File: config.mk
export PLATFORM = sky130hd
export DESIGN_NAME = acc_uart_irq_regs
export DESIGN_NICKNAME = d
export VERILOG_FILES = /design/src/acc_pkg.sv /design/src/acc_edge_latch.sv /design/src/acc_uart_irq_regs.sv
export SDC_FILE = /design/constraint.sdc
export NUM_CORES = 1
export LEC_CHECK = 0
export BUFFER_PORTS_ARGS = -buffer_cell sky130_fd_sc_hd__buf_4
export CORE_AREA = 2 2 78 98
export DETAILED_ROUTE_END_ITERATION = 6
export DIE_AREA = 0 0 80 100
export SYNTH_ARGS = -nofsm -noshare
export SYNTH_HDL_FRONTEND = slang
export SYNTH_SLANG_ARGS = --single-unit
File: constraint.sdc
create_clock -name mclk -period 2.9 [get_ports mclk]
set_clock_uncertainty 0.1 [all_clocks]
set_input_delay 0.58 -clock mclk [delete_from_list [all_inputs] [get_ports mclk]]
set_output_delay 0.58 -clock mclk [all_outputs]
set_load 0.02 [all_outputs]
File: src/acc_pkg.sv
// package for the accessory uart and interrupt register bank
package acc_pkg;
    timeunit 1ns;
    timeprecision 100ps;
    localparam logic [5:0] ACC_CTRL_BASE = 6'h19;
    localparam logic [5:0] ACC_CTRL_SET = 6'h1a;
    localparam logic [5:0] ACC_CTRL_CLR = 6'h1b;
    localparam logic [5:0] ACC_IEN_BASE = 6'h1d;
    localparam logic [5:0] ACC_IEN_SET = 6'h1e;
    localparam logic [5:0] ACC_IEN_CLR = 6'h1f;
    localparam logic [5:0] ACC_STAT_ADDR = 6'h20;
    localparam logic [5:0] ACC_LATCH_ADDR = 6'h21;

    localparam logic [7:0] ACC_CTRL_MASK = 8'h0e;
    localparam logic [7:0] ACC_IEN_MASK = 8'h23;
    localparam logic [7:0] ACC_CTRL_RESET = 8'h00;
    localparam logic [7:0] ACC_IEN_RESET = 8'h00;
    localparam logic [7:0] ACC_LATCH_RESET = 8'h00;

    localparam int ACC_CTRL_IDGND_BIT = 1;
    localparam int ACC_CTRL_TX_BIT = 2;
    localparam int ACC_CTRL_RX_BIT = 3;
    localparam int ACC_IEN_RISE_BIT = 0;
    localparam int ACC_IEN_FALL_BIT = 1;
    localparam int ACC_IEN_CONV_BIT = 5;
    localparam int ACC_STAT_FLOAT_BIT = 0;
    localparam int ACC_STAT_CODE_LSB = 3;
    localparam int ACC_STAT_DONE_BIT = 6;
    localparam int ACC_LATCH_FLOAT_BIT = 0;
    localparam int ACC_LATCH_CONV_BIT = 3;

    localparam logic [2:0] ACC_CODE_FLOAT = 3'h5;
    localparam logic [2:0] ACC_CODE_ERROR = 3'h7;

    // resistor conversion time
    localparam int ACC_CONV_TIME_NS = 282000;
    localparam int ACC_CLK_PERIOD_NS = 5;
    localparam int ACC_CONV_CYCLES = (ACC_CONV_TIME_NS + ACC_CLK_PERIOD_NS - 1) / ACC_CLK_PERIOD_NS;

    typedef struct packed {
        logic       wr;
        logic       rd;
        logic [5:0] addr;
        logic [7:0] wdata;
    } acc_req_type;

    typedef struct packed {
        logic       floating;
        logic [2:0] code;
        logic       done;
    } acc_conv_type;
endpackage : acc_pkg

File: src/acc_edge_latch.sv
// sticky event bit: set on a qualified event, cleared on read, set wins
module acc_edge_latch (
    input  wire logic mclk,     // clock
    input  wire logic rst,      // synchronous reset
    input  wire logic event_in, // qualified event pulse
    input  wire logic clear,    // read of the latch register
    output logic      flag      // sticky flag
);
    timeunit 1ns;
    timeprecision 100ps;
    always_ff @(posedge mclk) begin
        if (rst) begin
            flag <= 1'b0;
        end else if (event_in) begin
            flag <= 1'b1;
        end else if (clear) begin
            flag <= 1'b0;
        end
    end
endmodule : acc_edge_latch

File: src/acc_uart_irq_regs.sv
// accessory uart routing and id / resistor interrupt register bank
// Function
// - control register reads at three addresses; write, set and clear at each
// - interrupt enable reads at three addresses; write, set and clear at each
// - receive routing off holds data line 1 high
// - control bit 1 drives id pin to ground
// - control bit 2 routes data line 0 transmit data onto dm
// - control bit 3 routes dp receive data onto data line 1
// - unimplemented detection bits and control bit 0 read zero, ignore writes
// - enable bit 0 raises alt_int when id goes floating
// - enable bit 1 raises alt_int when id stops floating
// - status bit 0 shows id pin floating
// - enable bit 5 or vendor enable raises alt_int on conversion done
// - status bits 5:3 report id resistor code
// - status bit 6 sets when conversion finishes, 282 us after start
// - done flag clears only on vendor register code read
// - status register read-only without read side effects
// - latch register read-only, implemented bits clear on read
// - latch bit 0 sets on enabled float rise or fall
// - latch bit 3 sets on enabled done rising edge
module acc_uart_irq_regs
    import acc_pkg::*;
#(
    parameter int CONV_CYCLES = ACC_CONV_CYCLES
) (
    input  wire logic         mclk,             // ulpi clock
    input  wire logic         rst,              // synchronous reset, high
    input  wire acc_req_type  req,              // register access strobe
    output logic       [7:0]  rdata,            // read data, registered
    input  wire logic         id_floating,      // id pin floating detect
    input  wire logic         conv_start,       // vendor conversion start pulse
    input  wire logic  [2:0]  conv_result,      // converter result code
    input  wire logic         vendor_code_read, // vendor register code read
    input  wire logic         vendor_conv_ien,  // vendor conversion irq enable
    input  wire logic         ulpi_data0_in,    // data line 0 input, uart txd
    input  wire logic         dp_rx_in,         // dp line receive level
    output logic              ulpi_data1_out,   // data line 1 output
    output logic              dm_tx_out,        // dm line drive value
    output logic              dm_tx_oe,         // dm line drive enable
    output logic              id_gnd_oe,        // id pin pulled to ground
    output logic              uart_tx_route_en, // tx routing enable
    output logic              uart_rx_route_en, // rx routing enable
    output logic              conv_busy,        // conversion in progress
    output acc_conv_type      conv_state,       // converter state view
    output logic              alt_int           // alt_int event pulse
);
    timeunit 1ns;
    timeprecision 100ps;
    ////////////////////////////////////////////////////////////////////////
    logic [7:0]  accessory_uart_control;
    logic [7:0]  accessory_irq_enable;
    logic [7:0]  accessory_irq_status;
    logic [7:0]  accessory_irq_latch;
    logic        id_float_event_latched;
    logic        resistor_conv_event_latched;
    logic        id_floating_status;
    logic [2:0]  id_resistor_code;
    logic        resistor_conv_done;
    logic        float_prev;
    logic        done_prev;
    logic [31:0] conv_count;
    logic        float_rise_evt;
    logic        float_fall_evt;
    logic        float_evt;
    logic        conv_evt;
    logic        conv_ien_eff;
    logic        latch_read;
    logic [7:0]  next_rdata;

    ////////////////////////////////////////////////////////////////////////
    // control register, write / set / clear
    always_ff @(posedge mclk) begin
        if (rst) begin
            accessory_uart_control <= ACC_CTRL_RESET;
        end else if (req.wr) begin
            unique case (req.addr)
                ACC_CTRL_BASE: accessory_uart_control <= req.wdata & ACC_CTRL_MASK;
                ACC_CTRL_SET:  accessory_uart_control <= (accessory_uart_control | req.wdata) & ACC_CTRL_MASK;
                ACC_CTRL_CLR:  accessory_uart_control <= accessory_uart_control & ~req.wdata & ACC_CTRL_MASK;
                default: ;
            endcase
        end
    end

    // interrupt enable register, write / set / clear
    always_ff @(posedge mclk) begin
        if (rst) begin
            accessory_irq_enable <= ACC_IEN_RESET;
        end else if (req.wr) begin
            unique case (req.addr)
                ACC_IEN_BASE: accessory_irq_enable <= req.wdata & ACC_IEN_MASK;
                ACC_IEN_SET:  accessory_irq_enable <= (accessory_irq_enable | req.wdata) & ACC_IEN_MASK;
                ACC_IEN_CLR:  accessory_irq_enable <= accessory_irq_enable & ~req.wdata & ACC_IEN_MASK;
                default: ;
            endcase
        end
    end

    assign uart_tx_route_en = accessory_uart_control[ACC_CTRL_TX_BIT];
    assign uart_rx_route_en = accessory_uart_control[ACC_CTRL_RX_BIT];
    assign id_gnd_oe        = accessory_uart_control[ACC_CTRL_IDGND_BIT];

    ////////////////////////////////////////////////////////////////////////
    // uart routing; mode select lives in the interface control block
    always_ff @(posedge mclk) begin
        if (rst) begin
            ulpi_data1_out <= 1'b1;
            dm_tx_out      <= 1'b0;
            dm_tx_oe       <= 1'b0;
        end else begin
            ulpi_data1_out <= uart_rx_route_en ? dp_rx_in : 1'b1;
            dm_tx_out      <= uart_tx_route_en & ulpi_data0_in;
            dm_tx_oe       <= uart_tx_route_en;
        end
    end

    ////////////////////////////////////////////////////////////////////////
    // id float sampling and resistor conversion timer
    always_ff @(posedge mclk) begin
        if (rst) begin
            id_floating_status <= 1'b0;
            float_prev         <= 1'b0;
        end else begin
            id_floating_status <= id_floating;
            float_prev         <= id_floating_status;
        end
    end

    always_ff @(posedge mclk) begin
        if (rst) begin
            conv_busy        <= 1'b0;
            conv_count       <= 32'h0;
            id_resistor_code <= 3'h0;
        end else if (conv_busy) begin
            if (conv_count == 32'(CONV_CYCLES - 1)) begin
                conv_busy        <= 1'b0;
                id_resistor_code <= conv_result;
            end
            conv_count <= conv_count + 32'h1;
        end else if (conv_start) begin
            conv_busy  <= 1'b1;
            conv_count <= 32'h0;
        end
    end

    // done sets on completion, set wins over vendor read clear
    always_ff @(posedge mclk) begin
        if (rst) begin
            resistor_conv_done <= 1'b0;
            done_prev          <= 1'b0;
        end else begin
            done_prev <= resistor_conv_done;
            if (conv_busy && conv_count == 32'(CONV_CYCLES - 1)) begin
                resistor_conv_done <= 1'b1;
            end else if (vendor_code_read) begin
                resistor_conv_done <= 1'b0;
            end
        end
    end

    assign conv_state = '{floating: id_floating_status, code: id_resistor_code, done: resistor_conv_done};

    ////////////////////////////////////////////////////////////////////////
    // events and latches
    assign conv_ien_eff   = accessory_irq_enable[ACC_IEN_CONV_BIT] | vendor_conv_ien;
    assign float_rise_evt = id_floating_status & ~float_prev & accessory_irq_enable[ACC_IEN_RISE_BIT];
    assign float_fall_evt = ~id_floating_status & float_prev & accessory_irq_enable[ACC_IEN_FALL_BIT];
    assign float_evt      = float_rise_evt | float_fall_evt;
    assign conv_evt       = resistor_conv_done & ~done_prev & conv_ien_eff;
    assign latch_read     = req.rd && (req.addr == ACC_LATCH_ADDR);

    acc_edge_latch u_float_latch (
        .mclk     (mclk),
        .rst      (rst),
        .event_in (float_evt),
        .clear    (latch_read),
        .flag     (id_float_event_latched)
    );

    acc_edge_latch u_conv_latch (
        .mclk     (mclk),
        .rst      (rst),
        .event_in (conv_evt),
        .clear    (latch_read),
        .flag     (resistor_conv_event_latched)
    );

    always_ff @(posedge mclk) begin
        if (rst) begin
            alt_int <= 1'b0;
        end else begin
            alt_int <= float_evt | conv_evt;
        end
    end

    ////////////////////////////////////////////////////////////////////////
    // read path; status has no read side effect
    always_comb begin
        accessory_irq_status = 8'h00;
        accessory_irq_status[ACC_STAT_FLOAT_BIT] = id_floating_status;
        accessory_irq_status[ACC_STAT_CODE_LSB +: 3] = id_resistor_code;
        accessory_irq_status[ACC_STAT_DONE_BIT] = resistor_conv_done;
        accessory_irq_latch = ACC_LATCH_RESET;
        accessory_irq_latch[ACC_LATCH_FLOAT_BIT] = id_float_event_latched;
        accessory_irq_latch[ACC_LATCH_CONV_BIT] = resistor_conv_event_latched;
    end

    always_comb begin
        unique case (req.addr)
            ACC_CTRL_BASE, ACC_CTRL_SET, ACC_CTRL_CLR: next_rdata = accessory_uart_control;
            ACC_IEN_BASE, ACC_IEN_SET, ACC_IEN_CLR:    next_rdata = accessory_irq_enable;
            ACC_STAT_ADDR:                             next_rdata = accessory_irq_status;
            ACC_LATCH_ADDR:                            next_rdata = accessory_irq_latch;
            default:                                   next_rdata = 8'h00;
        endcase
    end

    always_ff @(posedge mclk) begin
        if (rst) begin
            rdata <= 8'h00;
        end else if (req.rd) begin
            rdata <= next_rdata;
        end
    end
endmodule : acc_uart_irq_regs

Word-level counts from Yosys, hierarchy flattened --
Cells that the tools add are included. Widths: inputs -> output; s select.
Word-level totals: output and inout bits 21, input bits 27, word-level logic and storage cells 72, register bits after elaboration 70
Operators by class: multiplexer cells 13, add/sub/neg operators 1, bitwise logic cells 19, reduce and logical (&&, ||, !) cells 14, equality and inequality tests 9
Operators with widths (count):
- $mux 32 | 2
- $pmux 8 s3 | 2
- $eq 6x5->1 const B | 6
- $add 32x1->32 const B | 1
- $eq 32x16->1 const B | 1
- $pmux 8 s4 | 1
- $eq 6x6->1 const B | 2
- $mux 1 | 8
- $reduce_bool 2->1 | 4
- $and 1x1->1 | 7
- $and 6x6->6 | 1
- $not 6->6 | 1
- $or 6x6->6 | 1
- $reduce_and 2->1 | 3
- $reduce_bool 3->1 | 2
- $reduce_or 3->1 | 2
- $and 4x4->4 | 1
- $not 1->1 | 4
- $or 4x4->4 | 1
- $or 1x1->1 | 3
- $logic_and 1x1->1 | 2
- $reduce_or 2->1 | 1

Logic depth before layout (Yosys ltp) --
Gate-level depths: netlist of run 1.
depth after elaboration 5, depth in mapped cells 6, mapped depth without buffers 5

Modules after synthesis --
Synthesis of run 1 repeated with hierarchy kept, for this count alone.
Unflattened totals: cell total of the unflattened synthesis 320, area, all modules 2857.7 um^2
By module, submodules not included:
- acc_uart_irq_regs | seq. area each 1141.1 um^2, cells an instance 312, area each 2780.2 um^2, times used 1
- acc_edge_latch | seq. area each 20.0 um^2, cells an instance 4, area each 38.8 um^2, times used 2

Worst setup path before layout of run 1 --
No wires, ideal clock.
kind reg-to-reg, start point register conv_busy, end point register conv_count[18], stages on the path, launching flop included 7, data required time 2.730 ns, arrival 2.044 ns, library setup time 0.070 ns, path buffers 2, clock period less this slack 2.215 ns, slack 0.685 ns, cells stage by stage dfxtp_1 buf_4 nand3_1 or4_1 clkbuf_1 or4_1 a21oi_1
Between the ends: cells in the longest elaborated chain, start to end 1, elaborated cells between the ends (all ways) 2, classes of those cells 1 x mux; 1 x reduce/logical
RTL lines:
- start, declared | line acc_uart_irq_regs.sv:43 | output logic conv_busy,
- start signal, assigned | line acc_uart_irq_regs.sv:131 | conv_busy <= 1'b0;
- start signal, assigned | line acc_uart_irq_regs.sv:136 | conv_busy <= 1'b0;
- start signal, assigned | line acc_uart_irq_regs.sv:141 | conv_busy <= 1'b1;
- $mux 32 / $reduce_bool 2->1 (equally long branches)
- end signal, assigned | line acc_uart_irq_regs.sv:139 | conv_count <= conv_count + 32'h1;
- end, declared | line acc_uart_irq_regs.sv:61 | logic [31:0] conv_count;
Parallel ways exist; a longest one is shown, timed or not. A chain may end at the register's enable or synchronous reset.

Worst setup path in the final report of run 1 --
start point register conv_busy, end point register conv_count[25]
Same word-level chain as after synthesis.

==> results.yml, run 1 <==
cells_and_area:
  nets: 406
  drive_gt1_share_pct: 20.6
  regArea_um2: 1180
  diodes: 0
  final_cell_mix: "dfxtp_1 (59), buf_4 (48), a21oi_1 (31), nor2_1 (23)"
  syn2layout_area_growth_pct: 22.4
  final_common_cell: "dfxtp_1"
  multi_input_area_um2: 1560
  nFillCells: 717
die:
  die_area_um2: 8000
  core_area_um2: 7180
  dieWidth_um: 80
  die_y_um: 100
  initial_core_util_pct: 40.4
  io_pins: 48
  rows: 35
timing:
  worst_pin_slew_ns: 0.715
  fin_ws_ns: 0.576
  fin_crit_sh_pct: 80.1
  finalCriticalPeriod_ns: 2.32
  slew-limit-headroom_pct: 51.9
  maxClockFrequency_mhz: 430
  rsz0062_at_grt: "no"
  hold_viol_final: 0
  drv_slew: 0
  setup_viol: 0
  tns_ns: 0
routing:
  routed_wl_mm: 6.93
  initialDrtViolationCount: 88
  first_pass_iters: 4
  ant_nets: 0
  viasPerCell: 5.66
  vias: 2690
  wire_per_inst_um: 14.6
  drc: 0
power_and_ir_drop:
  power.total_mw: 1.95
  p_sw_uw: 388
  power.density_nw_per_um2: 550
  peakVddDrop_uv: 343
  switching_share_pct: 19.9
  seq_power_share_pct: 42.3
  combPwrFrac_pct: 5.1
  p_leak_nw: 1.23
  p_int_mw: 1.56
  p_clk_share_pct: 52.7
logic_synthesis:
  syn_area_per_cell_um2: 8.53
  synth_top_family_by_area: "simple AND/OR/NAND/NOR gates"
  synth_fp_nets: 368
  ys_warn_count: 0
  synthAdderAreaFrac_pct: 0.432
  muxShareOfSynthArea_pct: 4.83
  synth_compound_area_share_pct: 16.8
  synth_cell_types: 52
  synthFlopType: "dfxtp_1"
  synth.yosys.seq_area_share_pct: 40.7
  async_flop_share_pct: 0
  synth_edf_count: 0
  synth_area_um2: 2900
  synth-seq-cells: 59
  synth_xor_area_share_pct: 0.302
  synthCells: 340
  synth-simple-area-share_pct: 31.3
placed_design:
  pre_cts_ws_ns: 0.569
  hpwl_mm: 4.83
  gp_congestion: 0.800
  portBuffers: 43
clock_network:
  clock_latency_ns: 0.33
  cts_buffers: 9
  post-cts-setup-buffer-count: 0
  cts-hold-fix-buffers: 0
  cts_num_sinks: 59
  root_buffer: "clkbuf_8"
  h-tree-depth: 3
  clk_pin_slew_worst_paths_ns: 0.07
  cts_buffer_depth: 2
  cts_tree: "yes"
  ctsResizeCount: 0
global_route:
  grt_usage_pct: 17.9
  grt_max_degree: 65
  grt_overflow: 0
  antenna_found_initial: 0
  grt_pass1_vias: 2399
  grt_pass1_wl_mm: 11.2
outcome:
  status: "finished clean"
worst_setup_path:
  cp-start-kind: "flip-flop"
  worstPathRequired_ns: 3.05
  crit_path_end_kind: "flip-flop"
  crit_type: "reg2reg"
  cp_data_arrival_time_ns: 2.48
  cp_max_fo: 13
run:
  maxCapViolations: 0
min_path:
  hp-class: "in2reg"
[sequential cells by signal (all words and copies together), names as in the netlist]
| register | flops |
|---|---|
| id_resistor_code | 3 |
| id_floating_status | 1 |
| accessory_uart_control | 3 |
| alt_int | 1 |
| dm_tx_oe | 1 |
| conv_busy | 1 |
| accessory_irq_enable | 3 |
| done_prev | 1 |
| resistor_conv_done | 1 |
| u_float_latch.flag | 1 |
| ulpi_data1_out | 1 |
| conv_count | 32 |
| rdata | 7 |
| dm_tx_out | 1 |
| u_conv_latch.flag | 1 |
| float_prev | 1 |
[synthesized netlist by cell type (all sizes together), types with 2 or more instances]
library cell	n	share of area, %
a211oi	3	0.78
a21boi	2	0.52
a21oi	31	5.4
a31oi	2	0.43
and2	3	0.65
and3	3	0.65
and4	2	0.60
buf	5	1.4
clkbuf	16	2.1
dfxtp	59	41
inv	15	1.9
mux2	8	3.1
mux2i	5	1.7
nand2	18	2.3
nand2b	7	1.5
nand3	18	3.1
nand3b	2	0.52
nand4	14	3.8
nand4b	5	1.5
nor2	23	3.0
nor2b	5	1.1
nor3	9	1.6
nor3b	6	1.6
nor4	9	1.9
o211ai	5	1.3
o21ai	7	1.2
o21ba	2	0.69
o311ai	6	1.8
o31a	2	0.60
o31ai	10	2.6
or2	3	0.65
or3	12	2.6
or4	11	3.0
[layout make-up]
| cell class | instances | share of cell area [%] |
|---|---|---|
| flip-flops and latches | 59 | 33.3 |
| well taps | 92 | 3.24 |
| clock inverters | 4 | 3.39 |
| multi-input cells | 245 | 44.0 |
| repair buffers | 48 | 10.2 |
| clock buffers | 12 | 4.37 |
| inverters | 15 | 1.59 |
[kinds of logic after synthesis]
family,count (synthesis)
buffers and inverters,36
DFF,59
muxes,13
other,1
adders and majority gates,1
xor gates and xnor gates,1
AOI/OAI and AO/OA,75
and+or+nand+nor,154
[per-layer routing]
| layer | GRT usage [%] | vias up | share of wire [%] |
|---|---|---|---|
| met1 | 20.9 | 1269 | 43 |
| met2 | 29.9 | 60 | 50 |
| li1 | - | 1348 | - |
| met4 | 9.52 | 0 | 2.5 |
| met5 | 0 | - | 0 |
| met3 | 4.32 | 13 | 4.6 |
[final timing paths]
path / cells past startpoint / start / endpoint / slack [ns]
max: 4 / conv_busy / conv_count[25] / 0.58
max reg2reg: 4 / conv_busy / conv_count[25] / 0.58
min reg2reg: 2 / rdata[2] / rdata[2] / 0.37
min: 2 / dp_rx_in / ulpi_data1_out / 0.33
[per-stage QoR]
stage                     area (um2)  cells  hold slack (ns)  util [%]
after global routing            3550    475            0.319      49.4
after global placement          3270    459            0.355      45.6
after detailed placement        3270    459            0.361      45.6
final                           3550    475            0.332      49.4
after floorplan                 2900    340            0.346         -
after CTS                       3550    475            0.310      49.4
[power by group through the flow]
stage	logic, mW	clock network (mW)	registers [mW]
CTS	0.100	1.05	0.825
finish	0.0994	1.03	0.825
floorplan	0.0548	0	0.845
global route	0.110	1.09	0.826
global placement	0.0993	0	0.843
detailed placement	0.0999	0	0.844
[critical path, stage by stage (launching register included)]
cell and delay, ns:
dfxtp_1 0.58, nand4_4 0.22, or4_4 0.67, or4_1 0.52, a21oi_1 0.15
(Power assumes the default switching activity.)
==> inputs of run 2 (changes only) <==
==> constraint.sdc (replaced) <==
create_clock -name mclk -period 2.4 [get_ports mclk]
set_clock_uncertainty 0.1 [all_clocks]
set_input_delay 0.48 -clock mclk [delete_from_list [all_inputs] [get_ports mclk]]
set_output_delay 0.48 -clock mclk [all_outputs]
set_load 0.02 [all_outputs]
==> run 2 against run 1 <==
Effect of this change: critical path depth grew 1; utilization grew 0.070 points; flip-flop and latch count is the same; total power grew 11%; non-clock buffer count rose by 7; clock power hardly changed; hold slack worse by 0.12 ns; clock-buffer cell count unchanged; fmax up 6.0%; die area unchanged; register-to-register slack got worse by 0.37 ns; largest power group unchanged.
==> results.yml, run 2 (synthesis results as in run 1) <==
routing:
  drc: 0
  vias: 2716
  first_pass_iters: 5
  wire_per_inst_um: 14.5
  viasPerCell: 5.63
  initialDrtViolationCount: 109
  routed_wl_mm: 6.97
  ant_nets: 0
timing:
  tns_ns: 0
  setup_viol: 0
  fin_crit_sh_pct: 91.4
  hold_viol_final: 0
  slew-limit-headroom_pct: 56.3
  rsz0062_at_grt: "no"
  drv_slew: 0
  finalCriticalPeriod_ns: 2.19
  maxClockFrequency_mhz: 456
  worst_pin_slew_ns: 0.655
clock_network:
  ctsResizeCount: 0
  cts_buffer_depth: 2
  clock_latency_ns: 0.35
  h-tree-depth: 3
  clk_pin_slew_worst_paths_ns: 0.07
  cts_num_sinks: 59
  root_buffer: "clkbuf_8"
  cts-hold-fix-buffers: 0
  post-cts-setup-buffer-count: 0
  cts_buffers: 9
  cts_tree: "yes"
worst_setup_path:
  crit_path_end_kind: "flip-flop"
  cpMostUsedCell: "or4_1"
  worstPathCellList: "ha_1 -> nand3_1 -> or4_1 -> or4_1 -> a21oi_1"
  cp_data_arrival_time_ns: 2.37
  cp_slowest_cell: "or4_1"
  crit_family: "simple AND/OR/NAND/NOR gates"
  cp-start-kind: "flip-flop"
  worstPathRequired_ns: 2.58
  cp_max_fo: 9
  crit_type: "reg2reg"
  worst-path-buf-inv: 0
  slowest_delay_ns: 0.59
cells_and_area:
  final_common_cell: "dfxtp_1"
  nets: 413
  drive_gt1_share_pct: 22.1
  diodes: 0
  largest_reg_flops: 32
  final_cell_mix: "dfxtp_1 (59), buf_4 (55), a21oi_1 (31), nor2_1 (23)"
  syn2layout_area_growth_pct: 22.6
  reg_top3: "conv_count: 32 flops, rdata: 7 flops"
  regMostFlops: "conv_count"
global_route:
  grt_max_degree: 65
  antenna_found_initial: 0
  grt_pass1_vias: 2531
  grt_overflow: 0
  grt_usage_pct: 18.9
  grt_pass1_wl_mm: 11.8
power_and_ir_drop:
  p_leak_nw: 1.24
  power.total_mw: 2.17
  peakVddDrop_uv: 356
  power.density_nw_per_um2: 610
die:
  core_area_um2: 7180
  initial_core_util_pct: 40.4
  die_area_um2: 8000
  die_y_um: 100
  rows: 35
  io_pins: 48
  dieWidth_um: 80
outcome:
  status: "finished clean"
placed_design:
  portBuffers: 43
  hpwl_mm: 4.82
  gp_congestion: 0.779
run:
  maxCapViolations: 0
min_path:
  hp-class: "in2reg"
[run 2: metrics by stage]
stage	setup slack, ns	cell area, um2	hold WS [ns]	utilization (%)	instances
5_1_grt	0.0954	3550	0.212	49.5	482
4_1_cts	0.202	3550	0.196	49.5	482
6_report	0.208	3550	0.210	49.5	482
2_1_floorplan	0.185	2900	0.346	-	340
3_5_place_dp	0.167	3330	0.359	46.3	466
3_3_place_gp	0.194	3330	0.356	46.3	466
[run 2: power breakdown]
group | switching, mW | internal, mW | leakage, nW | total (mW)
combinational | 0.0737 | 0.0549 | 0.655 | 0.129
clock | 0.406 | 0.640 | 0.113 | 1.05
sequential | 0.00735 | 0.987 | 0.477 | 0.995
[run 2: metal layers]
| metal | global-route usage, % | wire, um | up-vias |
|---|---|---|---|
| met5 | 0 | 0 | - |
| met4 | 9.26 | 122 | 0 |
| met3 | 4.86 | 313 | 11 |
| met2 | 30.3 | 3420 | 63 |
| met1 | 23.4 | 3120 | 1280 |
| li1 | - | - | 1362 |
[run 2: area by class of cell]
type | instances | area [um2]
Clock buffer | 12 | 155
Clock inverter | 4 | 72.6
Fill cell | 691 | 3630
Inverter | 15 | 56.3
Multi-Input combinational cell | 245 | 1560
Sequential cell | 59 | 1180
Tap cell | 92 | 115
Timing Repair Buffer | 55 | 413
[run 2: final timing paths]
path                       from             end  slack [ns]  cells after the start
setup reg to reg  conv_count[0]  conv_count[18]        0.21                      5
setup / recovery  conv_count[0]  conv_count[18]        0.21                      5
hold reg to reg        rdata[6]        rdata[6]        0.37                      2
hold / removal         dp_rx_in  ulpi_data1_out        0.21                      2
